File: src/rtl/path_switch_defines.vh
// constants for the antenna path switch serial slave and register bank
`ifndef PATH_SWITCH_DEFINES_VH
`define PATH_SWITCH_DEFINES_VH
// register addresses (5 bits)
`define ADDR_PATH_SELECT 5'h00
`define ADDR_STATUS 5'h1a
`define ADDR_GROUP_SLAVE 5'h1b
`define ADDR_POWER_TRIG 5'h1c
`define ADDR_PRODUCT_IDENTITY 5'h1d
`define ADDR_MAKER_LOW 5'h1e
`define ADDR_MAKER_HIGH 5'h1f
// reset values
`define RST_PATH_SELECT 8'h00
`define RST_STATUS 8'h00
`define RST_GROUP_SLAVE 4'h0
`define RST_POWER_TRIG 8'h00
`define RST_UNIQUE_SLAVE 4'hb
// power state field encodings
`define PWR_ACTIVE 2'h0
`define PWR_STARTUP 2'h1
`define PWR_LOW 2'h2
`define PWR_DISCARD 2'h3
// path select encodings
`define SEL_PORT_ONE 8'h06
`define SEL_PORT_TWO 8'h05
`define SEL_PORT_THREE 8'h07
`define SEL_PORT_FOUR 8'h03
`define SEL_PORT_FIVE 8'h09
`define SEL_PORT_SIX 8'h01
`define SEL_SLEEP 8'h00
`define SEL_ISOLATE 8'h7f
// command frame codes (top 3 bits of the 8-bit command after the slave address)
`define CMD_REG_WRITE 3'h2
`define CMD_REG_READ 3'h3
// timing
`define STARTUP_TIME_NS 20000
`define CLK_PERIOD_NS 5
`endif

File: src/rtl/path_decoder.v
// decodes a path select byte into one-hot RF port controls
`timescale 1ns/10ps
`default_nettype none
`include "path_switch_defines.vh"
module path_decoder (
    input wire [7:0] sel,
    output reg [7:0] ports,
    output reg valid
);
    // bits 0..5 ports one..six, bit 6 sleep, bit 7 isolation
    // byte codes to selections
    always @* begin
        valid = 1'b1;
        case (sel)
            `SEL_PORT_ONE: ports = 8'h01;
            `SEL_PORT_TWO: ports = 8'h02;
            `SEL_PORT_THREE: ports = 8'h04;
            `SEL_PORT_FOUR: ports = 8'h08;
            `SEL_PORT_FIVE: ports = 8'h10;
            `SEL_PORT_SIX: ports = 8'h20;
            `SEL_SLEEP: ports = 8'h40;
            `SEL_ISOLATE: ports = 8'h80;
            default: begin
                ports = 8'h80;
                valid = 1'b0;
            end
        endcase
    end
endmodule
`default_nettype wire

File: src/rtl/path_switch_slave.v
// serial slave, register bank and power state logic of the antenna path switch
//
// Functional notes
// - input data sampled on falling bus clock
// - read data launched on rising bus clock
// - active state reached within 20 us of reset; a startup write ends in low power
// - fixed register address map
// - status register resets zero, read/write
// - power field 7:6, trigger field 5:0
// - path select byte decodes eight selections
// - power writes: active, startup, low, discard
// - disable bits 5:3, load bits 2:0
// - startup restores defaults; RF path active-only
`timescale 1ns/10ps
`default_nettype none
`include "path_switch_defines.vh"
module path_switch_slave #(
    parameter [7:0] PRODUCT_IDENTITY = 8'h5a, // arbitrary value
    parameter [7:0] MAKER_LOW = 8'h3c, // arbitrary value
    parameter [1:0] MAKER_HIGH = 2'h2, // arbitrary value
    parameter STARTUP_CYCLES = `STARTUP_TIME_NS / `CLK_PERIOD_NS
) (
    input wire REF_CLK,
    input wire SRST,
    input wire SCLK,
    input wire SDATA_IN,
    output reg SDATA_OUT,
    output reg SDATA_OE,
    output reg [7:0] RF_PORTS,
    output reg ACTIVE,
    output reg [1:0] POWER_STATE
);
    // ------------------------------------------------------------
    // input synchronisers and edge detect
    // ------------------------------------------------------------
    reg sclk_m_q, sclk_s_q, sclk_d_q, sda_m_q, sda_s_q;
    always @(posedge REF_CLK) begin
        sclk_m_q <= SCLK;
        sclk_s_q <= sclk_m_q;
        sclk_d_q <= sclk_s_q;
        sda_m_q <= SDATA_IN;
        sda_s_q <= sda_m_q;
    end
    wire sclk_rise = sclk_s_q & ~sclk_d_q;
    wire sclk_fall = ~sclk_s_q & sclk_d_q;

    // ------------------------------------------------------------
    // frame state machine
    // ------------------------------------------------------------
    localparam [2:0] ST_IDLE = 3'd0;
    localparam [2:0] ST_CMD = 3'd1;
    localparam [2:0] ST_WDATA = 3'd2;
    localparam [2:0] ST_PARK = 3'd3;
    localparam [2:0] ST_RDATA = 3'd4;
    localparam [2:0] ST_END = 3'd5;
    reg [2:0] st_q;
    reg [3:0] cnt_q;
    reg [12:0] cmd_q;
    reg [8:0] data_q;
    reg [8:0] shout_q;
    reg sda_prev_q;

    // register bank
    reg [7:0] path_q, status_q, pwr_q;
    reg [3:0] gsa_q;
    reg [7:0] held_ports_q;
    reg [1:0] pstate_q;
    reg [15:0] su_cnt_q;

    wire [7:0] dec_ports;
    wire dec_valid;
    path_decoder u_dec (
        .sel(path_q),
        .ports(dec_ports),
        .valid(dec_valid)
    );

    // odd parity check: high when the word, parity bit included, holds an odd count of ones
    function par13;
        input [12:0] v;
        begin
            par13 = ^v;
        end
    endfunction

    // read mux
    function [7:0] rd_mux;
        input [4:0] a;
        input [7:0] p, s, pw;
        input [3:0] g;
        begin
            case (a)
                `ADDR_PATH_SELECT: rd_mux = p;
                `ADDR_STATUS: rd_mux = s;
                `ADDR_GROUP_SLAVE: rd_mux = {4'h0, g};
                `ADDR_POWER_TRIG: rd_mux = pw;
                `ADDR_PRODUCT_IDENTITY: rd_mux = PRODUCT_IDENTITY;
                `ADDR_MAKER_LOW: rd_mux = MAKER_LOW;
                `ADDR_MAKER_HIGH: rd_mux = {2'h0, MAKER_HIGH, `RST_UNIQUE_SLAVE};
                default: rd_mux = 8'h00;
            endcase
        end
    endfunction

    // command word including the bit taken on the current falling edge
    wire [12:0] cmd_nxt = {cmd_q[11:0], sda_s_q};
    wire [2:0] nxt_op = cmd_nxt[8:6];
    wire [3:0] f_sa = cmd_q[12:9];
    wire [4:0] f_addr = cmd_q[5:1];
    wire addr_hit = (f_sa == `RST_UNIQUE_SLAVE) || (f_sa == gsa_q);
    wire wr_go = (st_q == ST_WDATA) && sclk_fall && (cnt_q == 4'd8);
    // data word including the parity bit that arrives on the last edge
    wire [8:0] wword = {data_q[7:0], sda_s_q};
    wire wr_ok = wr_go && addr_hit && par13({4'h0, wword});
    wire [7:0] wdata = wword[8:1];
    // read-back byte of the addressed register
    wire [7:0] rd_byte = rd_mux(f_addr, path_q, status_q, pwr_q, gsa_q);
    wire startup_req = wr_ok && (f_addr == `ADDR_POWER_TRIG) && (wdata[7:6] == `PWR_STARTUP);
    // sequence start: data rises while clock low
    wire ssc = (st_q == ST_IDLE) && ~sclk_s_q && sda_s_q && ~sda_prev_q;

    // ------------------------------------------------------------
    // serial frame receiver and transmitter
    // ------------------------------------------------------------
    always @(posedge REF_CLK) begin
        sda_prev_q <= sda_s_q;
        if (SRST) begin
            st_q <= ST_IDLE;
            cnt_q <= 4'd0;
            cmd_q <= 13'h0000;
            data_q <= 9'h000;
            shout_q <= 9'h000;
            SDATA_OUT <= 1'b0;
            SDATA_OE <= 1'b0;
        end else begin
            case (st_q)
                ST_IDLE: begin
                    cnt_q <= 4'd0;
                    if (ssc)
                        st_q <= ST_CMD;
                end
                ST_CMD: if (sclk_fall) begin
                    cmd_q <= cmd_nxt;
                    cnt_q <= cnt_q + 4'd1;
                    if (cnt_q == 4'd12) begin
                        cnt_q <= 4'd0;
                        if (!par13(cmd_nxt) ||
                            (nxt_op != `CMD_REG_WRITE && nxt_op != `CMD_REG_READ))
                            st_q <= ST_IDLE;
                        else if (nxt_op == `CMD_REG_READ)
                            st_q <= ST_PARK;
                        else
                            st_q <= ST_WDATA;
                    end
                end
                ST_WDATA: if (sclk_fall) begin
                    data_q <= {data_q[7:0], sda_s_q};
                    cnt_q <= cnt_q + 4'd1;
                    if (cnt_q == 4'd8)
                        st_q <= ST_END;
                end
                ST_PARK: if (sclk_rise) begin
                    // bus park cycle, then drive read data
                    if (addr_hit) begin
                        shout_q <= {rd_byte, ~^rd_byte};
                        st_q <= ST_RDATA;
                    end else
                        st_q <= ST_IDLE;
                end
                ST_RDATA: if (sclk_rise) begin
                    SDATA_OE <= 1'b1;
                    SDATA_OUT <= shout_q[8];
                    shout_q <= {shout_q[7:0], 1'b0};
                    cnt_q <= cnt_q + 4'd1;
                    if (cnt_q == 4'd9) begin
                        SDATA_OUT <= 1'b0;
                        st_q <= ST_END;
                    end
                end
                ST_END: if (sclk_fall) begin
                    SDATA_OE <= 1'b0;
                    st_q <= ST_IDLE;
                end
                default: st_q <= ST_IDLE;
            endcase
        end
    end

    // ------------------------------------------------------------
    // register bank and power state
    // ------------------------------------------------------------
    always @(posedge REF_CLK) begin
        if (SRST || startup_req) begin
            path_q <= `RST_PATH_SELECT;
            status_q <= `RST_STATUS;
            gsa_q <= `RST_GROUP_SLAVE;
            pwr_q <= `RST_POWER_TRIG;
            held_ports_q <= 8'h40;
            pstate_q <= SRST ? `PWR_STARTUP : `PWR_LOW;
            su_cnt_q <= 16'h0000;
        end else begin
            if (pstate_q == `PWR_STARTUP) begin
                su_cnt_q <= su_cnt_q + 16'h0001;
                if (su_cnt_q == STARTUP_CYCLES[15:0] - 16'h0001)
                    pstate_q <= `PWR_ACTIVE;
            end
            if (dec_valid)
                held_ports_q <= dec_ports;
            if (wr_ok) begin
                case (f_addr)
                    `ADDR_PATH_SELECT: path_q <= wdata;
                    `ADDR_STATUS: status_q <= wdata;
                    `ADDR_GROUP_SLAVE: gsa_q <= wdata[3:0];
                    `ADDR_POWER_TRIG: begin
                        if (wdata[7:6] != `PWR_DISCARD) begin
                            pwr_q[7:6] <= wdata[7:6];
                            pstate_q <= wdata[7:6];
                        end
                        // disable bits kept, load bits write-only
                        pwr_q[5:3] <= wdata[5:3];
                        pwr_q[2:0] <= 3'h0;
                    end
                    default: status_q[1] <= 1'b1;
                endcase
            end
        end
    end

    // ------------------------------------------------------------
    // registered outputs
    // ------------------------------------------------------------
    always @(posedge REF_CLK) begin
        if (SRST) begin
            RF_PORTS <= 8'h00;
            ACTIVE <= 1'b0;
            POWER_STATE <= `PWR_STARTUP;
        end else begin
            // RF path driven only when active
            RF_PORTS <= (pstate_q == `PWR_ACTIVE) ? held_ports_q : 8'h00;
            ACTIVE <= (pstate_q == `PWR_ACTIVE);
            POWER_STATE <= pstate_q;
        end
    end
endmodule
`default_nettype wire

File: config.mk
export PLATFORM = sky130hd
export DESIGN_NAME = path_switch_slave
export DESIGN_NICKNAME = d
export VERILOG_FILES = /design/src/rtl/path_decoder.v /design/src/rtl/path_switch_slave.v
export VERILOG_INCLUDE_DIRS = /design/src /design/src/rtl
export SDC_FILE = /design/constraint.sdc
export NUM_CORES = 1
export LEC_CHECK = 0
export BUFFER_PORTS_ARGS = -buffer_cell sky130_fd_sc_hd__buf_2
export CORE_MARGIN = 4
export CORE_UTILIZATION = 50
export DETAILED_ROUTE_END_ITERATION = 10
export PLACE_DENSITY = 0.72
export SYNTH_ARGS = -nofsm -noshare
export SYNTH_HDL_FRONTEND = slang
export SYNTH_SLANG_ARGS = --single-unit
File: constraint.sdc
create_clock -name REF_CLK -period 3.2 [get_ports REF_CLK]
set_input_delay 0.48 -clock REF_CLK [delete_from_list [all_inputs] [get_ports REF_CLK]]
set_output_delay 0.48 -clock REF_CLK [all_outputs]
set_load 0.02 [all_outputs]
## Word-level counts from Yosys, hierarchy flattened

Index checks and enable logic that the tools add are counted.

- Register bits after elaboration: 107
- Output and inout port bits: 13
- Input port bits: 4
- Word-level logic and storage cells: 151

- Bitwise operators: 7
- Mux-type cells: 37
- Reduce and logical (&&, ||, !) cells: 40
- Add/subtract/negate cells: 2
- Equal/unequal tests: 40

Operators with widths:

| operator | count |
|---|---|
| $pmux W8 S7 | 2 |
| $eq A5 B5 Y1 const B | 6 |
| $mux W3 | 10 |
| $mux W9 | 3 |
| $reduce_xor A13 Y1 | 2 |
| $eq A8 B3 Y1 const B | 3 |
| $ne A2 B2 Y1 const B | 10 |
| $pmux W3 S6 | 1 |
| $pmux W9 S2 | 1 |
| $add A16 B1 Y16 const B | 1 |
| $eq A16 B12 Y1 const B | 1 |
| $eq A4 B4 Y1 const B | 4 |
| $mux W2 | 8 |
| $mux W4 | 4 |
| $pmux W4 S4 | 1 |
| $reduce_and A2 Y1 | 8 |
| $logic_and A1 B1 Y1 | 10 |
| $eq A3 B2 Y1 const B | 3 |
| $reduce_and A9 Y1 | 1 |
| $eq A8 B1 Y1 const B | 1 |
| $eq A8 B2 Y1 const B | 1 |
| $eq A8 B4 Y1 const B | 1 |
| $eq A8 B7 Y1 const B | 1 |
| $logic_not A8 Y1 | 1 |
| 24 further kinds | 42 |

## Longest topological paths before layout

Gate-level depths: netlist of the first run.

- Depth in word-level cells: 10
- Gate-level depth with buffers: 9
- Gate-level depth less buffers: 8

## Hierarchy

From an unflattened synthesis of the first run, not the netlist that was laid out.

- Cell total of the unflattened synthesis: 551
- Area, all modules: 5,064.9 um^2

Modules (own cells, without submodules):

| module | cells an instance | seq. area each (um^2) | instances | area an instance (um^2) |
|---|---|---|---|---|
| path_switch_slave | 525 | 2,142.1 | 1 | 4,893.4 |
| path_decoder | 26 | 0.0 | 1 | 171.4 |

## Worst setup path before layout of the first run

Ideal clock, no wire load.

- Kind: register to register
- Start point: register cmd_q[5]
- End point: register st_q[0]
- Setup time: 0.086 ns
- Path buffers: 1
- Arrival time: 2.261 ns
- Stages on the path, launching flop included: 10
- Path slack: 0.853 ns
- Data required time: 3.114 ns
- Period minus slack after synthesis: 2.347 ns
- Cells stage by stage: dfxtp_1 -> clkbuf_1 -> inv_1 -> ha_1 -> xnor2_1 -> xnor3_1 -> xnor2_1 -> nor4_1 -> a311oi_1 -> a211oi_1

- Cells in the longest elaborated chain, start to end: 7
- Elaborated cells on any way between the ends: 12
- Classes of those cells: eq/ne: 3; mux: 5; reduce/logical: 4

RTL lines:

| what | RTL line | RTL |
|---|---|---|
| start: declaration | path_switch_slave.v:58 | `reg [12:0] cmd_q;` |
| start signal: assignment | path_switch_slave.v:143 | `cmd_q <= cmd_nxt;` |
| $reduce_xor A13 Y1 or $ne A3 B2 Y1 (tied branches) | -- |  |
| $logic_not A1 Y1 or $logic_and A1 B1 Y1 (tied branches) | -- |  |
| $logic_or A1 B1 Y1 | path_switch_slave.v:147 | `if (!par13(cmd_nxt) \|\|` |
| $mux W2 * | path_switch_slave.v:147 |  |
| $mux W3 * | path_switch_slave.v:145 | `if (cnt_q == 4'd12) begin` |
| $mux W3 * | path_switch_slave.v:142 | `ST_CMD: if (sclk_fall) begin` |
| $pmux W3 S6 * | path_switch_slave.v:136 | `case (st_q)` |
| end signal: assignment | path_switch_slave.v:140 | `st_q <= ST_CMD;` |
| end signal: assignment | path_switch_slave.v:149 | `st_q <= ST_IDLE;` |
| end signal: assignment | path_switch_slave.v:151 | `st_q <= ST_PARK;` |
| end: declaration | path_switch_slave.v:56 | `reg [2:0] st_q;` |

Every way passes the cells marked *; elsewhere a longest branch is shown, timed or not. The select of a mux whose other input is x is not followed.
A chain may end at the register's enable or synchronous reset.

## Final worst setup path of the first run

- Start point: register sda_s_q
- End point: register path_q[5]

- Cells in the longest elaborated chain, start to end: 5
- Elaborated cells on any way between the ends: 6
- Classes of those cells: reduce/logical: 6

RTL lines:

| what | RTL line | RTL |
|---|---|---|
| start: declaration | path_switch_slave.v:36 | `reg sclk_m_q, sclk_s_q, sclk_d_q, sda_m_q, sda_s_q;` |
| start signal: assignment | path_switch_slave.v:42 | `sda_s_q <= sda_m_q;` |
| $reduce_xor A13 Y1 * | path_switch_slave.v:82 | `par13 = ^v;` |
| $logic_and A1 B1 Y1 * | path_switch_slave.v:114 | `wire wr_ok = wr_go && addr_hit && par13({4'h0, wword});` |
| $logic_and A1 B1 Y1 (2 in series) | path_switch_slave.v:118 | `` wire startup_req = wr_ok && (f_addr == `ADDR_POWER_TRIG) && (wdata[7:6] == `PWR_STARTUP); `` |
| $logic_or A1 B1 Y1 | path_switch_slave.v:193 | `if (SRST \|\| startup_req) begin` |
| end signal: assignment | path_switch_slave.v:194 | `` path_q <= `RST_PATH_SELECT; `` |
| end signal: assignment | path_switch_slave.v:211 | `` `ADDR_PATH_SELECT: path_q <= wdata; `` |
| end: declaration | path_switch_slave.v:64 | `reg [7:0] path_q, status_q, pwr_q;` |

Every way passes the cells marked *; elsewhere a longest branch is shown, timed or not.

==> out/metrics.cfg, run 1 <==
[power]
vdd_drop_max_mv = 0.246
power.leakage_nw = 1.96
power.density_nw_per_um2 = 436

[grt]
grt_first_pass_wirelength_mm = 17.2
grt_overflow = 0
grt.busiest_layer = met2
grt_max_degree = 44
met2_usage = 0.303
grt_pass1_vias = 3589
track_usage = 0.185
met3_usage = 0.0259
gr-usage-met1 = 0.243
antenna_found_initial = 0

[sta]
tightestPinTransition_ps = 1060
fmax_mhz = 382
rsz0062_at_grt = false
setup_tns_ps = 0
finalCritPeriodShare = 0.819
setup_viol = 0
slew-limit-headroom = 0.274
fin_crit_ps = 2620
skew_ps = 18.9
fin_hold_ws_ps = 190
hold_violations = 0
finalMaxSlewViolations = 0

[drt]
wl_mm = 10.2
wl_per_cell_um = 15.0
antenna_left = 0
drc = 0
vias = 3782
drt_iter0_drc = 278
vias_per_cell = 5.56
drt_pre_antenna_iters = 5

[floorplan]
ios = 17
core-area_um2 = 9420
placementRows = 35
die_x_um = 107
die_area_um2 = 11500
initial_utilization = 0.521
die-height_um = 107

[critical_path]
cp_max_fo = 8
cp.arrival_ps = 2910
path_class = flip-flop to flip-flop
start_kind = flip-flop
worstPathRequired_ps = 3490
endpoint_kind = flip-flop

[run_status]
status = finished clean

[place]
gp_congestion = 0.829
port_buffers = 16
place_hpwl_mm = 7.07
place_area_um2 = 5100
dp.cells = 664

[yosys]
synth_edf_count = 0
synth_cells = 543
syn_area_per_cell_um2 = 9.04
syn_area_um2 = 4910
synth_cell_type_count = 56
synthArstFlopShare = 0
ys.flop_type = dfxtp_1
ys_warn_count = 0
yosysTopAreaCell = dfxtp_1
ys_ff_latch = 107
seq_area_frac_synth = 0.437
synth_area_leaders = dfxtp_1, nor2_1, mux2i_1
synth_top_area_share = 0.437
synthesis.nets = 561

[clocking]
tritoncts = yes
clock_latency_ps = 400
root_buffer = clkbuf_8
cts_made_buffers = 9
clockBufferDepth = 2
clock_sinks = 107
htree_levels = 3
cts.repair.resized = 0
cts.clk_slew.worst_paths_ps = 110
post_cts_buffers = 0
cts_hold_buf = 0

[layout]
fill_cells = 833
mostFrequentLayoutCells = dfxtp_1, nor2_1, nand2_1
finalCoreUtilization = 0.564
mostFrequentLayoutCell = dfxtp_1
antenna_cells = 0
drive_gt1_frac = 0.0889
area_delta_synth_final_pct = 8.29
stdcell_area_um2 = 5310
final_cells = 680
final_nets = 564

[worst_hold_path]
hp-class = primary input to flip-flop

[job]
cap_violations = 0

## flip-flops by register name, summed over array words and instances (netlist names), 2 cells and up
register      count
cnt_q             4
data_q            8
held_ports_q      8
pstate_q          2
path_q            8
pwr_q             5
shout_q           9
su_cnt_q         16
POWER_STATE       2
RF_PORTS          8
st_q              3
status_q          8
gsa_q             4
cmd_q            13
## power by group
| part | switching, W | total [W] | internal [W] |
|---|---|---|---|
| Clock | 0.000540 | 0.000860 | 0.000320 |
| Sequential | 0.0000163 | 0.00136 | 0.00134 |
| Combinational | 0.0000605 | 0.0000968 | 0.0000363 |
| Total | 0.000617 | 0.00232 | 0.00170 |
## synthesized netlist by cell type (all sizes together) (5+ instances only)
cell type,instances
ha,14
a211o,7
and3,7
xnor2,13
buf,6
nor2,87
nor3,14
inv,17
and4,6
nand3,12
mux2i,32
o21ai,7
nand2,54
dfxtp,107
a221oi,5
a21oi,34
clkbuf,24
nand4,6
xnor3,6
a211oi,7
and2,10
xor2,22
## worst paths after layout
path | start | to | slack, ps | cells after the start
worst min-delay path | SCLK | sclk_m_q$_DFF_P_ | 190 | 1
worst max register to register | sda_s_q$_DFF_P_ | path_q[5]$_SDFFE_PP0P_ | 580 | 6
worst max-delay path | sda_s_q$_DFF_P_ | path_q[5]$_SDFFE_PP0P_ | 580 | 6
worst min register to register | sda_m_q$_DFF_P_ | sda_s_q$_DFF_P_ | 340 | 0
## stage by stage
| step | power (W) | setup WS (ps) |
|---|---|---|
| CTS | 0.00234 | 587 |
| floorplan | 0.00146 | 853 |
| global placement | 0.00148 | 705 |
| global route | 0.00240 | 339 |
| detailed placement | 0.00149 | 606 |
| finish | 0.00232 | 580 |
## worst max-delay path: stages, from the launching register on
cell     delay (ps)
dfxtp_1         510
xnor3_1         470
xnor3_2         360
xnor3_2         400
nor3_4          460
mux2i_1         270
nor2_1           60
## per-layer routing
layer / vias up / share of wire
met5: - / 0
met2: 72 / 0.47
met3: 25 / 0.035
met1: 1796 / 0.46
li1: 1889 / -
met4: 0 / 0.031
## layout make-up
class                   instances  area (µm²)  area share
clock inverters                 7        91.3      0.0172
inverters                      17        63.8      0.0120
flip-flops and latches        107        2140       0.403
multi-input cells             389        2590       0.488
well taps                     129         161      0.0304
repair buffers                 22         138      0.0259
clock buffers                   9         124      0.0233
## logic make-up (layout without fill, tap and decap cells)
group                      count (synthesis)  after routing  share of synthesized area
buffers and inverters                     47             55                     0.0372
muxes                                     32             32                     0.0653
AOI/OAI and AO/OA                         86             86                      0.121
and+or+nand+nor                          215            215                      0.211
DFF                                      107            107                      0.437
xor gates and xnor gates                  41             41                     0.0905
adders and majority gates                 15             15                     0.0377
(Power assumes the default switching activity.)
==> inputs of run 2 (changes only) <==
==> constraint.sdc (replaced) <==
create_clock -name REF_CLK -period 2.5 [get_ports REF_CLK]
set_input_delay 0.375 -clock REF_CLK [delete_from_list [all_inputs] [get_ports REF_CLK]]
set_output_delay 0.375 -clock REF_CLK [all_outputs]
set_load 0.02 [all_outputs]
==> run 2 against run 1 <==
  * Critical path depth up 2
  * Maximum frequency up 11%
  * Clock skew down 5.6 ps
  * Combinational power up 55%
  * Worst setup slack worse by 430 ps
  * Critical path type unchanged
==> out/metrics.cfg, run 2 (synthesis results as in run 1) <==
[run_status]
status = finished clean

[layout]
largest_reg_flops = 16
fill_cells = 836
antenna_cells = 0
reg.largest.list = su_cnt_q (16), cmd_q (13), shout_q (9)
area_delta_synth_final_pct = 11.0
final_nets = 579
multi_input_area_um2 = 2620
drive_gt1_frac = 0.127
finalCoreUtilization = 0.579
mostFrequentLayoutCells = dfxtp_1, nor2_1, nand2_1
regArea_um2 = 2150
mostFrequentLayoutCell = dfxtp_1
top_register = su_cnt_q

[critical_path]
cp.arrival_ps = 2620
r2r-start = cmd_q[1]$_SDFFE_PP0P_
cp_max_fo = 9
start_kind = flip-flop
worstPathRequired_ps = 2770
critPathLaunch = cmd_q[1]$_SDFFE_PP0P_
endpoint_kind = flip-flop
path_class = flip-flop to flip-flop

[place]
gp_congestion = 0.857
place_hpwl_mm = 7.19
port_buffers = 16

[worst_hold_path]
hold_start = SDATA_IN
hp-class = primary input to flip-flop

[power]
total_power_w = 0.00294
power.leakage_nw = 2.05
vdd_drop_max_mv = 0.298
power.density_nw_per_um2 = 539

[sta]
skew_ps = 13.3
finalCritPeriodShare = 0.941
tightestPinTransition_ps = 619
hold_violations = 0
slew-limit-headroom = 0.586
fin_crit_ps = 2350
finalMaxSlewViolations = 0
setup_viol = 0
rsz0062_at_grt = true
fmax_mhz = 425

[drt]
vias_per_cell = 5.52
drt_pre_antenna_iters = 5
drt_iter0_drc = 251
wl_mm = 10.1
antenna_left = 0
drc = 0
wl_per_cell_um = 14.6
vias = 3835

[grt]
grt_first_pass_wirelength_mm = 17.1
antenna_found_initial = 0
grt_max_degree = 32
grt_overflow = 0
grt_pass1_vias = 3570
track_usage = 0.183

[floorplan]
ios = 17
die_area_um2 = 11500
initial_utilization = 0.521
placementRows = 35
core-area_um2 = 9420
die_x_um = 107
die-height_um = 107

[clocking]
clock_sinks = 107
cts_made_buffers = 9
clock_latency_ps = 380
cts.clk_slew.worst_paths_ps = 110
clockBufferDepth = 2
htree_levels = 3
tritoncts = yes
root_buffer = clkbuf_8
cts_hold_buf = 0

[job]
cap_violations = 0

[run 2: area by class of cell]
| type | count | area share |
|---|---|---|
| clock buffers | 9 | 0.0227 |
| clock inverters | 7 | 0.0156 |
| inverters | 17 | 0.0117 |
| multi-input cells | 389 | 0.481 |
| flip-flops and latches | 107 | 0.394 |
| well taps | 129 | 0.0296 |
| repair buffers | 37 | 0.0459 |
[run 2: per-layer routing]
metal  vias up  routed length, µm  share of wire  GRT usage
li1       1910                  -              -          -
met1      1849               4820           0.48      0.250
met2        66               4880           0.48      0.295
met3        10                318          0.031     0.0379
met4         0                110          0.011     0.0457
met5         -                  0              0          0
[run 2: worst max-delay path: stages, from the launching register on]
cell and delay, ps:
dfxtp_2 380, inv_1 60, ha_1 270, and3b_2 310, a222oi_1 420, xnor2_1 180
xnor3_1 240, xnor3_1 180, a32o_1 210
[run 2: path summary, 6_finish.rpt]
check	cells past startpoint	endpoint	slack, ps
max	8	shout_q[0]$_SDFFE_PP0P_	150
min	1	sda_m_q$_DFF_P_	100
max reg2reg	8	shout_q[0]$_SDFFE_PP0P_	150
min reg2reg	0	sda_s_q$_DFF_P_	340
[run 2: power by group]
part	switching (W)	internal, W	total [W]
Sequential	0.0000126	0.00172	0.00173
Clock	0.000656	0.000398	0.00105
Combinational	0.0000913	0.0000585	0.000150
[run 2: repair_timing]
action / 4_1_cts / 5_1_grt
setup buffers: 0 / 1
gates resized for setup: 0 / 9
setup endpoints to repair: 0 / 2
[run 2: stage by stage]
stage                     instances  TNS [ps]  area, µm²  setup slack, ps  hold slack, ps
after global placement          678         0       5200              125             314
after global routing            695     -3.65       5450            -1.89            77.7
after floorplan                 543         0       4910              153             310
after CTS                       694         0       5410             29.2            76.5
after detailed placement        678         0       5200             52.9             314
final                           695         0       5450              148            95.3
